## config.mk

```make
export PLATFORM = sky130hd
export DESIGN_NAME = display_link_policy
export DESIGN_NICKNAME = d
export VERILOG_FILES = /design/src/design/link_policy_pkg.sv /design/src/design/reverse_lp_sender.sv /design/src/design/esc_ratio_check.sv /design/src/design/display_link_policy.sv
export SDC_FILE = /design/constraint.sdc
export NUM_CORES = 1
export LEC_CHECK = 0
export BUFFER_PORTS_ARGS = -buffer_cell sky130_fd_sc_hd__clkbuf_2
export CORE_UTILIZATION = 25
export DETAILED_ROUTE_END_ITERATION = 10
export GPL_TIMING_DRIVEN = 0
export PLACE_DENSITY = 0.57
export SLEW_MARGIN = 20
export SYNTH_ARGS = -nofsm -noshare
export SYNTH_HDL_FRONTEND = slang
export SYNTH_SLANG_ARGS = --single-unit
```

## constraint.sdc

```tcl
create_clock -name clk_i -period 2.1 [get_ports clk_i]
set_clock_uncertainty 0.1 [all_clocks]
set_input_delay 0 -clock clk_i [delete_from_list [all_inputs] [get_ports clk_i]]
set_output_delay 0 -clock clk_i [all_outputs]
set_load 0.02 [all_outputs]
```

## src/design/link_policy_pkg.sv

```systemverilog
// shared constants and types for the display link lane and clock policy block
package link_policy_pkg;

   // lane layout
   localparam int BYTE_W = 8;
   localparam int LANE_W = 2;
   localparam int NUM_LANES = 4;
   localparam logic [2:0] LANES_MIN = 3'h1;
   localparam logic [2:0] LANES_MAX = 3'h4;
   localparam logic [LANE_W-1:0] LANE_ZERO = 2'h0;

   // clock period of the byte-clock domain, in ns
   localparam int CLK_PERIOD_NS = 10;

   // nominal peripheral escape clock period, host may sit at 67% to 150% of its rate
   localparam int ESC_NOM_NS = 100;
   localparam int ESC_NOM_CYC = ESC_NOM_NS / CLK_PERIOD_NS;
   localparam int ESC_MIN_CYC = (ESC_NOM_CYC * 2) / 3;
   localparam int ESC_MAX_CYC = (ESC_NOM_CYC * 3) / 2;
   localparam int ESC_CNT_W = 5;

   // self-clocked flush time after a low-power transfer ends
   localparam int LP_DRAIN_NS = 50;
   localparam int LP_DRAIN_CYC = (LP_DRAIN_NS + CLK_PERIOD_NS - 1) / CLK_PERIOD_NS;
   localparam int DRAIN_W = 4;

   // one received byte with its lane and signalling mode
   typedef struct packed {
      logic [BYTE_W-1:0] data;
      logic hs;
      logic [LANE_W-1:0] lane;
   } rx_byte_t;

   // sticky error and advisory flags
   typedef struct packed {
      logic cfg_err;
      logic lane_err;
      logic clk_err;
      logic early_err;
      logic deskew_err;
      logic deskew_untrig;
      logic esc_ratio_err;
   } status_t;

   // kind of reverse message the peripheral sends
   typedef enum logic [1:0] {
      REPLY_DATA,
      REPLY_ACK,
      REPLY_TE
   } reply_kind_t;

   // bus ownership as seen by the peripheral
   typedef enum logic [1:0] {
      DIR_FWD,
      DIR_PREP,
      DIR_REPLY
   } dir_state_t;

endpackage : link_policy_pkg

```

## src/design/reverse_lp_sender.sv

```systemverilog
// low-power reverse byte sender on lane 0 with final bus handover
module reverse_lp_sender
   import link_policy_pkg::*;
(
   input wire logic clk_i,                      // byte clock
   input wire logic sys_rst_i,                  // sync reset, high
   input wire logic en_i,                       // peripheral owns the bus
   input wire logic resp_valid_i,               // app byte offered
   input wire logic [BYTE_W-1:0] resp_data_i,   // app byte
   input wire reply_kind_t resp_kind_i,         // message kind
   input wire logic resp_last_i,                // last byte of reply
   output logic resp_ready_o,                   // slot free
   input wire logic phy_ready_i,                // phy took byte
   output logic tx_valid_o,                     // byte to phy
   output logic [BYTE_W-1:0] tx_data_o,         // byte value
   output reply_kind_t tx_kind_o,               // byte kind
   output logic handover_o,                     // one-cycle hand back
   output logic te_sent_o                       // te trigger went out
);

   logic last_q;
   logic done_q;

   // one-byte slot; ready is registered so it never depends on the app combinationally
   always_ff @(posedge clk_i) begin
      if (sys_rst_i) begin
         tx_valid_o <= 1'b0;
         tx_data_o <= '0;
         tx_kind_o <= REPLY_DATA;
         last_q <= 1'b0;
         resp_ready_o <= 1'b0;
         handover_o <= 1'b0;
         done_q <= 1'b0;
         te_sent_o <= 1'b0;
      end else begin
         handover_o <= 1'b0;
         te_sent_o <= 1'b0;
         if (resp_ready_o && resp_valid_i) begin
            tx_valid_o <= 1'b1;
            tx_data_o <= resp_data_i;
            tx_kind_o <= resp_kind_i;
            last_q <= resp_last_i;
            resp_ready_o <= 1'b0;
         end else if (tx_valid_o && phy_ready_i) begin
            tx_valid_o <= 1'b0;
            handover_o <= last_q;
            te_sent_o <= (tx_kind_o == REPLY_TE);
            done_q <= last_q;
            resp_ready_o <= en_i && !last_q;
         end else begin
            done_q <= done_q && en_i;
            resp_ready_o <= en_i && !tx_valid_o && !done_q;
         end
      end
   end

endmodule : reverse_lp_sender

```

## src/design/esc_ratio_check.sv

```systemverilog
// checks the host escape clock period against the peripheral's own
module esc_ratio_check
   import link_policy_pkg::*;
(
   input wire logic clk_i,        // byte clock
   input wire logic sys_rst_i,    // sync reset, high
   input wire logic lp_active_i,  // escape transfer running
   input wire logic esc_edge_i,   // recovered escape clock edge
   output logic err_o             // sticky ratio violation
);

   localparam logic [ESC_CNT_W-1:0] CNT_MIN = ESC_CNT_W'(ESC_MIN_CYC);
   localparam logic [ESC_CNT_W-1:0] CNT_MAX = ESC_CNT_W'(ESC_MAX_CYC);
   localparam logic [ESC_CNT_W-1:0] CNT_TOP = '1;

   logic [ESC_CNT_W-1:0] cnt_q;
   logic seen_q;

   // period counter, saturating so a long pause reads as too slow
   always_ff @(posedge clk_i) begin
      if (sys_rst_i || !lp_active_i) begin
         cnt_q <= '0;
         seen_q <= 1'b0;
      end else if (esc_edge_i) begin
         cnt_q <= 5'h01;
         seen_q <= 1'b1;
      end else if (cnt_q != CNT_TOP) begin
         cnt_q <= cnt_q + 5'h01;
      end
   end

   // only whole periods between two edges are judged
   always_ff @(posedge clk_i) begin
      if (sys_rst_i) begin
         err_o <= 1'b0;
      end else if (lp_active_i && esc_edge_i && seen_q && (cnt_q < CNT_MIN || cnt_q > CNT_MAX)) begin
         err_o <= 1'b1;
      end
   end

endmodule : esc_ratio_check

```

## src/design/display_link_policy.sv

```systemverilog
// peripheral side lane, direction and clock policy for the display serial link
module display_link_policy
   import link_policy_pkg::*;
(
   input wire logic clk_i,                           // byte clock, 100 MHz
   input wire logic sys_rst_i,                       // sync reset, high
   input wire logic cfg_video_mode_i,                // 1 video, 0 command
   input wire logic cfg_lane0_bidir_i,               // lane 0 may turn in video
   input wire logic [2:0] cfg_lane_count_i,          // data lanes in use
   input wire logic cfg_deskew_used_i,               // link uses de-skew
   input wire rx_byte_t phy_rx_i,                    // received byte
   input wire logic phy_rx_valid_i,                  // byte strobe
   input wire logic phy_start_of_burst_i,            // burst begins
   input wire logic phy_end_of_burst_i,              // burst ends
   input wire logic phy_lp_active_i,                 // low-power transfer running
   input wire logic phy_reversal_i,                  // reversal command seen
   input wire logic phy_trigger_i,                   // trigger received
   input wire logic [LANE_W-1:0] phy_trigger_lane_i, // lane of trigger
   input wire logic phy_te_oob_i,                    // out-of-band te line
   input wire logic phy_clk_hs_i,                    // clock lane toggling
   input wire logic phy_clk_stop_i,                  // clock lane in stop state
   input wire logic phy_deskew_i,                    // de-skew pattern running
   input wire logic phy_esc_edge_i,                  // escape clock edge
   input wire logic phy_tx_ready_i,                  // phy took reverse byte
   input wire logic app_resp_valid_i,                // reply byte offered
   input wire logic [BYTE_W-1:0] app_resp_data_i,    // reply byte
   input wire reply_kind_t app_resp_kind_i,          // reply kind
   input wire logic app_resp_last_i,                 // last reply byte
   output logic app_resp_ready_o,                    // reply byte taken
   output rx_byte_t app_rx_o,                        // byte to protocol
   output logic app_rx_valid_o,                      // byte strobe
   output logic app_rx_end_o,                        // burst end strobe
   output logic app_handover_o,                      // direction_handover indication
   output logic [BYTE_W-1:0] app_last_cmd_o,         // first byte of last burst
   output logic phy_tx_valid_o,                      // reverse byte strobe
   output logic [BYTE_W-1:0] phy_tx_data_o,          // reverse byte
   output reply_kind_t phy_tx_kind_o,                // reverse byte kind
   output logic phy_tx_hs_o,                         // reverse high-speed, held low
   output logic direction_handover_request_o,        // hand bus back
   output logic [NUM_LANES-1:0] lane_oe_o,           // data lane drive enables
   output logic clk_lane_oe_o,                       // clock lane drive, held low
   output dir_state_t dir_state_o,                   // bus ownership
   output logic clk_continuous_o,                    // clock never stopped outside a burst
   output logic lp_drain_busy_o,                     // flushing low-power data
   output status_t status_o                          // sticky flags
);

   dir_state_t dir_q;
   dir_state_t dir_d;
   logic burst_q;
   logic first_q;
   logic deskew_done_q;
   logic te_seen_q;
   logic handover_pulse;
   logic te_sent;
   logic esc_err;
   logic lp_active_q;
   logic [DRAIN_W-1:0] drain_q;
   logic lane0_turns;
   logic cfg_bad;
   logic lane_bad;
   logic clk_bad;
   logic deskew_bad;
   logic sender_en;

   // flush length counted on our own clock
   localparam logic [DRAIN_W-1:0] DRAIN_LOAD = DRAIN_W'(LP_DRAIN_CYC);

   // lane 0 may turn round in command mode always, in video mode by choice
   assign lane0_turns = !cfg_video_mode_i || cfg_lane0_bidir_i;

   // lane count must lie in the documented range
   assign cfg_bad = (cfg_lane_count_i < LANES_MIN) || (cfg_lane_count_i > LANES_MAX);

   // forward low-power bytes and triggers belong on lane 0; unused lanes stay silent
   assign lane_bad = (phy_rx_valid_i && !phy_rx_i.hs && phy_rx_i.lane != LANE_ZERO)
                  || (phy_trigger_i && phy_trigger_lane_i != LANE_ZERO)
                  || (phy_rx_valid_i && {1'b0, phy_rx_i.lane} >= cfg_lane_count_i);

   // a high-speed byte needs the clock lane toggling
   assign clk_bad = phy_rx_valid_i && phy_rx_i.hs && !phy_clk_hs_i;

   // de-skew must not land in a burst, in a turnaround or with a stopped clock
   assign deskew_bad = phy_deskew_i && (burst_q || phy_start_of_burst_i
                                        || dir_q != DIR_FWD
                                        || !phy_clk_hs_i);

   // the sender may only talk while the bus is ours
   assign sender_en = (dir_q == DIR_REPLY);

   // receive path: no ready toward the phy, every byte is taken the cycle it arrives
   // a stall here would break a burst, so none exists
   always_ff @(posedge clk_i) begin
      if (sys_rst_i) begin
         app_rx_o <= '0;
         app_rx_valid_o <= 1'b0;
         app_rx_end_o <= 1'b0;
      end else begin
         app_rx_valid_o <= phy_rx_valid_i;
         app_rx_end_o <= phy_end_of_burst_i;
         if (phy_rx_valid_i) begin
            app_rx_o <= phy_rx_i;
         end
      end
   end

   // burst tracking and capture of the command that picks the reply
   // later bytes of a burst are payload only
   always_ff @(posedge clk_i) begin
      if (sys_rst_i) begin
         burst_q <= 1'b0;
         first_q <= 1'b0;
         app_last_cmd_o <= '0;
      end else begin
         if (phy_start_of_burst_i) begin
            burst_q <= 1'b1;
            first_q <= 1'b1;
         end else if (phy_end_of_burst_i) begin
            burst_q <= 1'b0;
         end
         if (phy_rx_valid_i && (first_q || phy_start_of_burst_i)) begin
            app_last_cmd_o <= phy_rx_i.data;
            first_q <= 1'b0;
         end
      end
   end

   // flush time after low-power data stops; runs on our own clock, not the host's
   // a new transfer inside the flush simply restarts it
   always_ff @(posedge clk_i) begin
      if (sys_rst_i) begin
         lp_active_q <= 1'b0;
         drain_q <= '0;
         lp_drain_busy_o <= 1'b0;
      end else begin
         lp_active_q <= phy_lp_active_i;
         if (lp_active_q && !phy_lp_active_i) begin
            drain_q <= DRAIN_LOAD;
         end else if (drain_q != '0) begin
            drain_q <= drain_q - 4'h1;
         end
         lp_drain_busy_o <= phy_lp_active_i || (drain_q > 4'h1) || (lp_active_q && !phy_lp_active_i);
      end
   end

   // next bus owner
   // a refused reversal leaves the bus with the host
   always_comb begin
      dir_d = dir_q;
      case (dir_q)
         DIR_FWD: begin
            if (phy_reversal_i && lane0_turns) begin
               dir_d = DIR_PREP;
            end
         end
         DIR_PREP: begin
            if (app_resp_valid_i) begin
               dir_d = DIR_REPLY;
            end
         end
         DIR_REPLY: begin
            if (handover_pulse) begin
               dir_d = DIR_FWD;
            end
         end
         default: begin
            dir_d = DIR_FWD;
         end
      endcase
   end

   // ownership state and lane drive; the clock lane is never ours to drive
   // upper lanes never turn, so only bit 0 can rise
   always_ff @(posedge clk_i) begin
      if (sys_rst_i) begin
         dir_q <= DIR_FWD;
         dir_state_o <= DIR_FWD;
         lane_oe_o <= '0;
         clk_lane_oe_o <= 1'b0;
         phy_tx_hs_o <= 1'b0;
         app_handover_o <= 1'b0;
      end else begin
         dir_q <= dir_d;
         dir_state_o <= dir_d;
         lane_oe_o <= {3'h0, dir_d != DIR_FWD};
         clk_lane_oe_o <= 1'b0;
         phy_tx_hs_o <= 1'b0;
         app_handover_o <= (dir_q == DIR_FWD) && (dir_d == DIR_PREP);
      end
   end

   // reverse escape sender on lane 0
   reverse_lp_sender u_sender (
      .clk_i(clk_i),
      .sys_rst_i(sys_rst_i),
      .en_i(sender_en),
      .resp_valid_i(app_resp_valid_i),
      .resp_data_i(app_resp_data_i),
      .resp_kind_i(app_resp_kind_i),
      .resp_last_i(app_resp_last_i),
      .resp_ready_o(app_resp_ready_o),
      .phy_ready_i(phy_tx_ready_i),
      .tx_valid_o(phy_tx_valid_o),
      .tx_data_o(phy_tx_data_o),
      .tx_kind_o(phy_tx_kind_o),
      .handover_o(handover_pulse),
      .te_sent_o(te_sent)
   );

   // a registered one-cycle pulse from the sender
   assign direction_handover_request_o = handover_pulse;

   // escape clock ratio watch
   // judged only while an escape transfer runs
   esc_ratio_check u_esc (
      .clk_i(clk_i),
      .sys_rst_i(sys_rst_i),
      .lp_active_i(phy_lp_active_i),
      .esc_edge_i(phy_esc_edge_i),
      .err_o(esc_err)
   );

   // clock mode: continuous is always handled, a stop between bursts is tolerated
   // a stop inside a burst is left to the clock check
   always_ff @(posedge clk_i) begin
      if (sys_rst_i) begin
         clk_continuous_o <= 1'b1;
      end else if (phy_clk_stop_i && !burst_q) begin
         clk_continuous_o <= 1'b0;
      end
   end

   // de-skew bookkeeping; a te trigger arms the next periodic pass
   // the initial pass is never judged against te
   always_ff @(posedge clk_i) begin
      if (sys_rst_i) begin
         deskew_done_q <= 1'b0;
         te_seen_q <= 1'b0;
      end else begin
         if (phy_deskew_i) begin
            deskew_done_q <= 1'b1;
         end
         if (te_sent || phy_te_oob_i) begin
            te_seen_q <= 1'b1;
         end else if (phy_deskew_i) begin
            te_seen_q <= 1'b0;
         end
      end
   end

   // sticky flags; they only clear under reset so a short event is never lost
   // the untriggered flag is advisory and stops nothing
   always_ff @(posedge clk_i) begin
      if (sys_rst_i) begin
         status_o <= '0;
      end else begin
         if (cfg_bad || (phy_reversal_i && !lane0_turns)) begin
            status_o.cfg_err <= 1'b1;
         end
         if (lane_bad) begin
            status_o.lane_err <= 1'b1;
         end
         if (clk_bad) begin
            status_o.clk_err <= 1'b1;
         end
         if (phy_start_of_burst_i && cfg_deskew_used_i && !deskew_done_q) begin
            status_o.early_err <= 1'b1;
         end
         if (deskew_bad) begin
            status_o.deskew_err <= 1'b1;
         end
         if (phy_deskew_i && deskew_done_q && (!te_seen_q || phy_te_oob_i)) begin
            status_o.deskew_untrig <= 1'b1;
         end
         status_o.esc_ratio_err <= esc_err;
      end
   end

endmodule : display_link_policy

```

## Word-level counts from Yosys, hierarchy flattened

Cells that the tools add are included.

| cells by class | value |
|---|---|
| reductions and logical operators | 68 |
| bitwise gates (word level) | 1 |
| magnitude comparators | 6 |
| equality and inequality tests | 5 |
| add/subtract/negate cells | 2 |
| mux-type cells | 16 |

Operators with widths:

| kind | count |
|---|---|
| logical AND 1 bit | 26 |
| nonzero test 2 bit | 9 |
| logical OR 1 bit | 15 |
| zero test 1 bit | 11 |
| 2-to-1 mux 1 bit | 10 |
| OR reduction 2 bit | 4 |
| 2-to-1 mux 2 bit | 3 |
| 2-to-1 mux 3 bit | 2 |
| one-hot mux 2 bit (3 select lines) | 1 |
| adder 5 x 1 -> 5 bit (second input constant) | 1 |
| greater-than comparator 5 x 4 -> 1 bit (second input constant) | 1 |
| < comparator 5 x 3 -> 1 bit (second input constant) | 1 |
| inequality test 5 bit (second input constant) | 1 |
| == test 2 x 1 -> 1 bit (second input constant) | 2 |
| == test 2 bit (second input constant) | 2 |
| greater-than comparator 4 x 1 -> 1 bit (second input constant) | 1 |
| nonzero test 4 bit | 1 |
| subtractor 4 x 1 -> 4 bit (second input constant) | 1 |
| greater-or-equal comparator 2 x 3 -> 1 bit | 1 |
| greater-than comparator 3 bit (second input constant) | 1 |
| < comparator 3 x 1 -> 1 bit (second input constant) | 1 |
| OR reduction 3 bit | 1 |
| zero test 2 bit | 1 |
| NOT 1 bit | 1 |

| storage, ports and cells | value |
|---|---|
| output and inout bits | 52 |
| bits of input ports | 45 |
| logic and storage cells | 136 |
| register bits after elaboration | 69 |

## Depth between registers and ports, before layout

| depth | value |
|---|---|
| word-level depth | 7 |
| depth in mapped cells | 7 |
| gate-level depth less buffers | 6 |

## Hierarchy

A second synthesis with hierarchy kept.

| second synthesis, totals | value |
|---|---|
| cell total of the unflattened synthesis | 281 |
| area total of the unflattened synthesis | 2,691.3 µm² |

By module, submodules not included:

| module | area an instance (µm²) | cells an instance | instances |
|---|---|---|---|
| display_link_policy | 1,685.4 | 172 | 1 |
| reverse_lp_sender | 660.6 | 70 | 1 |
| esc_ratio_check | 345.3 | 39 | 1 |

## Least setup slack after synthesis

OpenSTA, ideal clock, no wires.

| timing path | value |
|---|---|
| path kind | register to register |
| start | register u_esc.cnt_q[0] |
| end | register u_esc.cnt_q[3] |
| data arrival time | 1.512 ns |
| data required time | 1.930 ns |
| slack | 0.418 ns |
| path buffers | 1 |
| period minus slack after synthesis | 1.682 ns |
| stages on the path, launching flop included | 7 |
| cell sequence | dfxtp_1 ha_1 and3_1 ha_1 buf_2 or3_1 a21oi_1 |

| between the ends | value |
|---|---|
| longest elaborated chain between the ends | 1 |
| elaborated cells on any way between the ends | 2 |
| classes of those cells | add/sub: 1; eq/ne: 1 |

Ends and longest elaborated chain:

| item | line | RTL |
|---|---|---|
| from (decl) | esc_ratio_check.sv:16 | `logic [ESC_CNT_W-1:0] cnt_q;` |
| from (signal assigned) | esc_ratio_check.sv:28 | `cnt_q <= cnt_q + 5'h01;` |
| adder 5 x 1 -> 5 bit / inequality test 5 bit (equally long branches) | esc_ratio_check.sv:28, esc_ratio_check.sv:27 |  |

Several ways; a longest one is shown, not always the timed one.
A chain may end at the register's enable or synchronous reset.

## Worst setup path after layout

| timing path | value |
|---|---|
| start | input phy_rx_i[0] (netlist bit) |
| end | register status_o[5] (netlist bit) |

| between the ends | value |
|---|---|
| longest elaborated chain between the ends | 4 |
| elaborated cells on any way between the ends | 6 |
| classes of those cells | order compare: 1; reduce/logical: 5 |

Ends and longest elaborated chain:

| item | line | RTL |
|---|---|---|
| from (decl) | display_link_policy.sv:11 | `input wire rx_byte_t phy_rx_i,` |
| parallel branches: the longest is 3 deep, another holds greater-or-equal comparator 2 x 3 -> 1 bit | -- |  |
| logical OR 1 bit (*) | display_link_policy.sv:78 | `\|\| (phy_rx_valid_i && {1'b0, phy_rx_i.lane} >= cfg_lane_count_i);` |
| to (decl) | display_link_policy.sv:45 | `output status_t status_o` |

Every way passes the cells marked *.

==> results.cfg <==
[pwr]
powerDensity_nw_per_um2 = 833
vdd_drop_max_uv = 350
p_comb_share_pct = 17.5
p_leak_uw = 0.00183
seqPwrFrac_pct = 42.7
intPower_uw = 2400
p_sw_uw = 865
clkPwrFrac_pct = 39.8
switching_share_pct = 26.5

[synth]
synth_area_leaders = dfxtp_1 51%, mux2i_1 7.8%, nor2_1 5.8%
synthCells = 276
synth_mux_area_share_pct = 8.22
avgSynthCellArea_um2 = 9.32
synth_warnings = 0
syn_area_um2 = 2570
ys_seq_elements = 66
synth-compound-area-share_pct = 11.6
synth_top_family_by_area = simple AND/OR/NAND/NOR gates
synth-xor-area-share_pct = 1.36
synthAdderAreaFrac_pct = 3.40
synth_edf_count = 0
ys_seq_area_share_pct = 51.4
synth-async-reset-ratio_pct = 0
yosysTopAreaCell = dfxtp_1
yosys.area_share.simple_pct = 18.2
yosys_most_used_dff = dfxtp_1
netlist.area_leader.share_pct = 51.4
ys_types = 38

[global_routing]
grt_start_max_net_pins = 13
grt.overflow.total = 0
grt_pass1_vias = 2358
antenna_found_initial = 0
grt_pass1_wl_um = 10300
track_usage_pct = 12.7

[route]
routed_via_density = 4.22
wl_um = 6600
wl_met2_um = 3150
remaining_drc_errors = 0
vias = 2395
routed-wl-met3_um = 305
drt-wirelength-per-cell_um = 11.6
drt_first_pass_iters = 4
top_layer = met4
wl_met1_um = 3060
ant_nets = 0
drtIter0Drc = 36

[setup_path]
cp.required_ns = 2.29
cp_max_fo = 3
reg2reg_depth = 4
worstPathBufferInverterCount = 4
r2r_start = status_o[6]
endpoint = status_o[5]
critPathLaunch = phy_rx_i[0]
end_kind = flop
worstPathArrival_ns = 2.12
critPathKind = in -> reg
cp-start-kind = input port
critical_path.cell_chain = dlygate4sd3_1 > clkbuf_2 > inv_1 > ha_1 > nand2b_1 > a21oi_1 > or3b_1 > a21oi_1 > dlygate4sd3_1
crit_cells = 9
r2r_slack_ns = 0.30
crit_slowest_cell = dlygate4sd3_1
crit_family = buffers and inverters
max_stage_delay_ns = 0.55
reg2reg_to = status_o[6]

[clock_network]
worstSkewPairLatency_ns = 0.33
postCtsSetupBuffers = 0
hold_buffers = 48
cts_tree = done
cts.path.max_buffers = 2
cts_made_buffers = 9
root_buffer = clkbuf_8
clkSlewWorstSetupHoldPaths_ns = 0.08
h-tree-depth = 3
ctsResizeCount = 0
cts_sinks = 66

[sta]
period_needed_ns = 1.94
hold_viol_final = 0
slew_headroom_pct = 60.6
tns_ns = 0
fmax_mhz = 517
slew_viol_final = 0
final-setup-viol-count = 0
rsz0062_at_grt = false
tightest_slew_ns = 0.591
finalCritPeriodShare_pct = 92.2

[final_layout]
drive_gt1_share_pct = 29.0
nNetsFinal = 481
insertedDiodeCount = 0
layout_commonest_cell = clkbuf_2
layout_common_cells = 90 x clkbuf_2, 66 x dfxtp_1, 48 x dlygate4sd3_1
area_growth_pct = 52.6
finish.instance_area_um2 = 3930

[floorplanning]
die_h_um = 103
initial_utilization_pct = 26.1
num_rows = 36
dieArea_um2 = 10700
die_w_um = 103
coreArea_um2 = 9860
ioPinCount = 97

[placement]
dp.final_hpwl_um = 4490
portBuffers = 90
placed_area_um2 = 3200
place.gp.congestion = 0.807

[outcome]
status = completed

[min_path]
worstHoldPathType = in -> reg

[run]
max-cap-violations = 0
## sequential cells by signal, indices dropped and copies added, names as in the netlist, 2 cells and up
| name | flops |
|---|---|
| drain_q | 4 |
| u_esc.cnt_q | 5 |
| app_last_cmd_o | 8 |
| app_rx_o | 11 |
| u_sender.tx_kind_o | 2 |
| dir_q | 2 |
| status_o | 7 |
| u_sender.tx_data_o | 8 |
## layout make-up
| type | count | area (um^2) |
|---|---|---|
| Sequential cell | 66 | 1320 |
| Multi-Input combinational cell | 186 | 1120 |
| Tap cell | 133 | 166 |
| Inverter | 11 | 41.3 |
| Timing Repair Buffer | 138 | 931 |
| Fill cell | 1004 | 5940 |
| Clock buffer | 9 | 124 |
| Buffer | 17 | 104 |
| Clock inverter | 7 | 118 |
## logic make-up after synthesis
kind of cell | count (synthesis)
xor gates and xnor gates | 4
buffers and inverters | 28
other | 1
AOI/OAI and AO/OA | 48
DFF | 66
and+or+nand+nor | 101
muxes | 21
adders and majority gates | 7
## worst register-to-register path, delay by kind of cell, from the launching register on
family | cells | cell delay [ns]
buffers and inverters | 2 | 1.11
flip-flops | 1 | 0.31
AO/OA/AOI/OAI | 2 | 0.18
## synth_stat cells (4+ instances only)
master	n
dfxtp_1	66
nor2_1	40
a21oi_1	26
nand2_1	26
mux2i_1	20
inv_1	11
nand2b_1	10
buf_2	8
buf_4	8
ha_1	7
a31oi_1	6
nor2b_1	5
nor3_1	5
xnor2_1	4
## worst min-delay path by stage
stage	end	slack (ns)	startpoint	depth (start not counted)
after floorplan	drain_q[1]	-0.02	sys_rst_i	1
after global placement	u_sender.tx_data_o[0]	0.12	app_resp_data_i[0]	3
after detailed placement	u_sender.tx_data_o[6]	0.13	app_resp_data_i[6]	3
after CTS	lane_oe_o[0]	0.11	cfg_lane0_bidir_i	5
after global routing	lane_oe_o[0]	0.16	cfg_lane0_bidir_i	5
final	lane_oe_o[0]	0.12	cfg_lane0_bidir_i	5
## power by group through the flow
stage / logic, uW / clock network (uW) / registers, uW
2_1_floorplan: 284 / 0 / 1470
3_3_place_gp: 483 / 0 / 1420
6_report: 573 / 1300 / 1400
4_1_cts: 577 / 1330 / 1390
3_5_place_dp: 501 / 0 / 1420
5_1_grt: 636 / 1390 / 1410
## per-layer routing
layer / vias to the layer above / GRT usage [%]
met1: 1091 / 14.5
li1: 1230 / -
met2: 65 / 22.4
met4: 0 / 5.31
met5: - / 0
met3: 9 / 3.56
## per-stage QoR
stage                     std cells  power (uW)  setup slack [ns]  util [%]  hold slack (ns)
after floorplan                 280        1750             0.418         -          -0.0179
after global placement          503        1900             0.356      32.5            0.123
after detailed placement        503        1920             0.329      32.5            0.130
after CTS                       567        3310             0.171      39.8            0.113
after global routing            567        3440            0.0120      39.8            0.161
final                           567        3270             0.165      39.8            0.122
No activity file was read; power rests on OpenSTA's default activity.
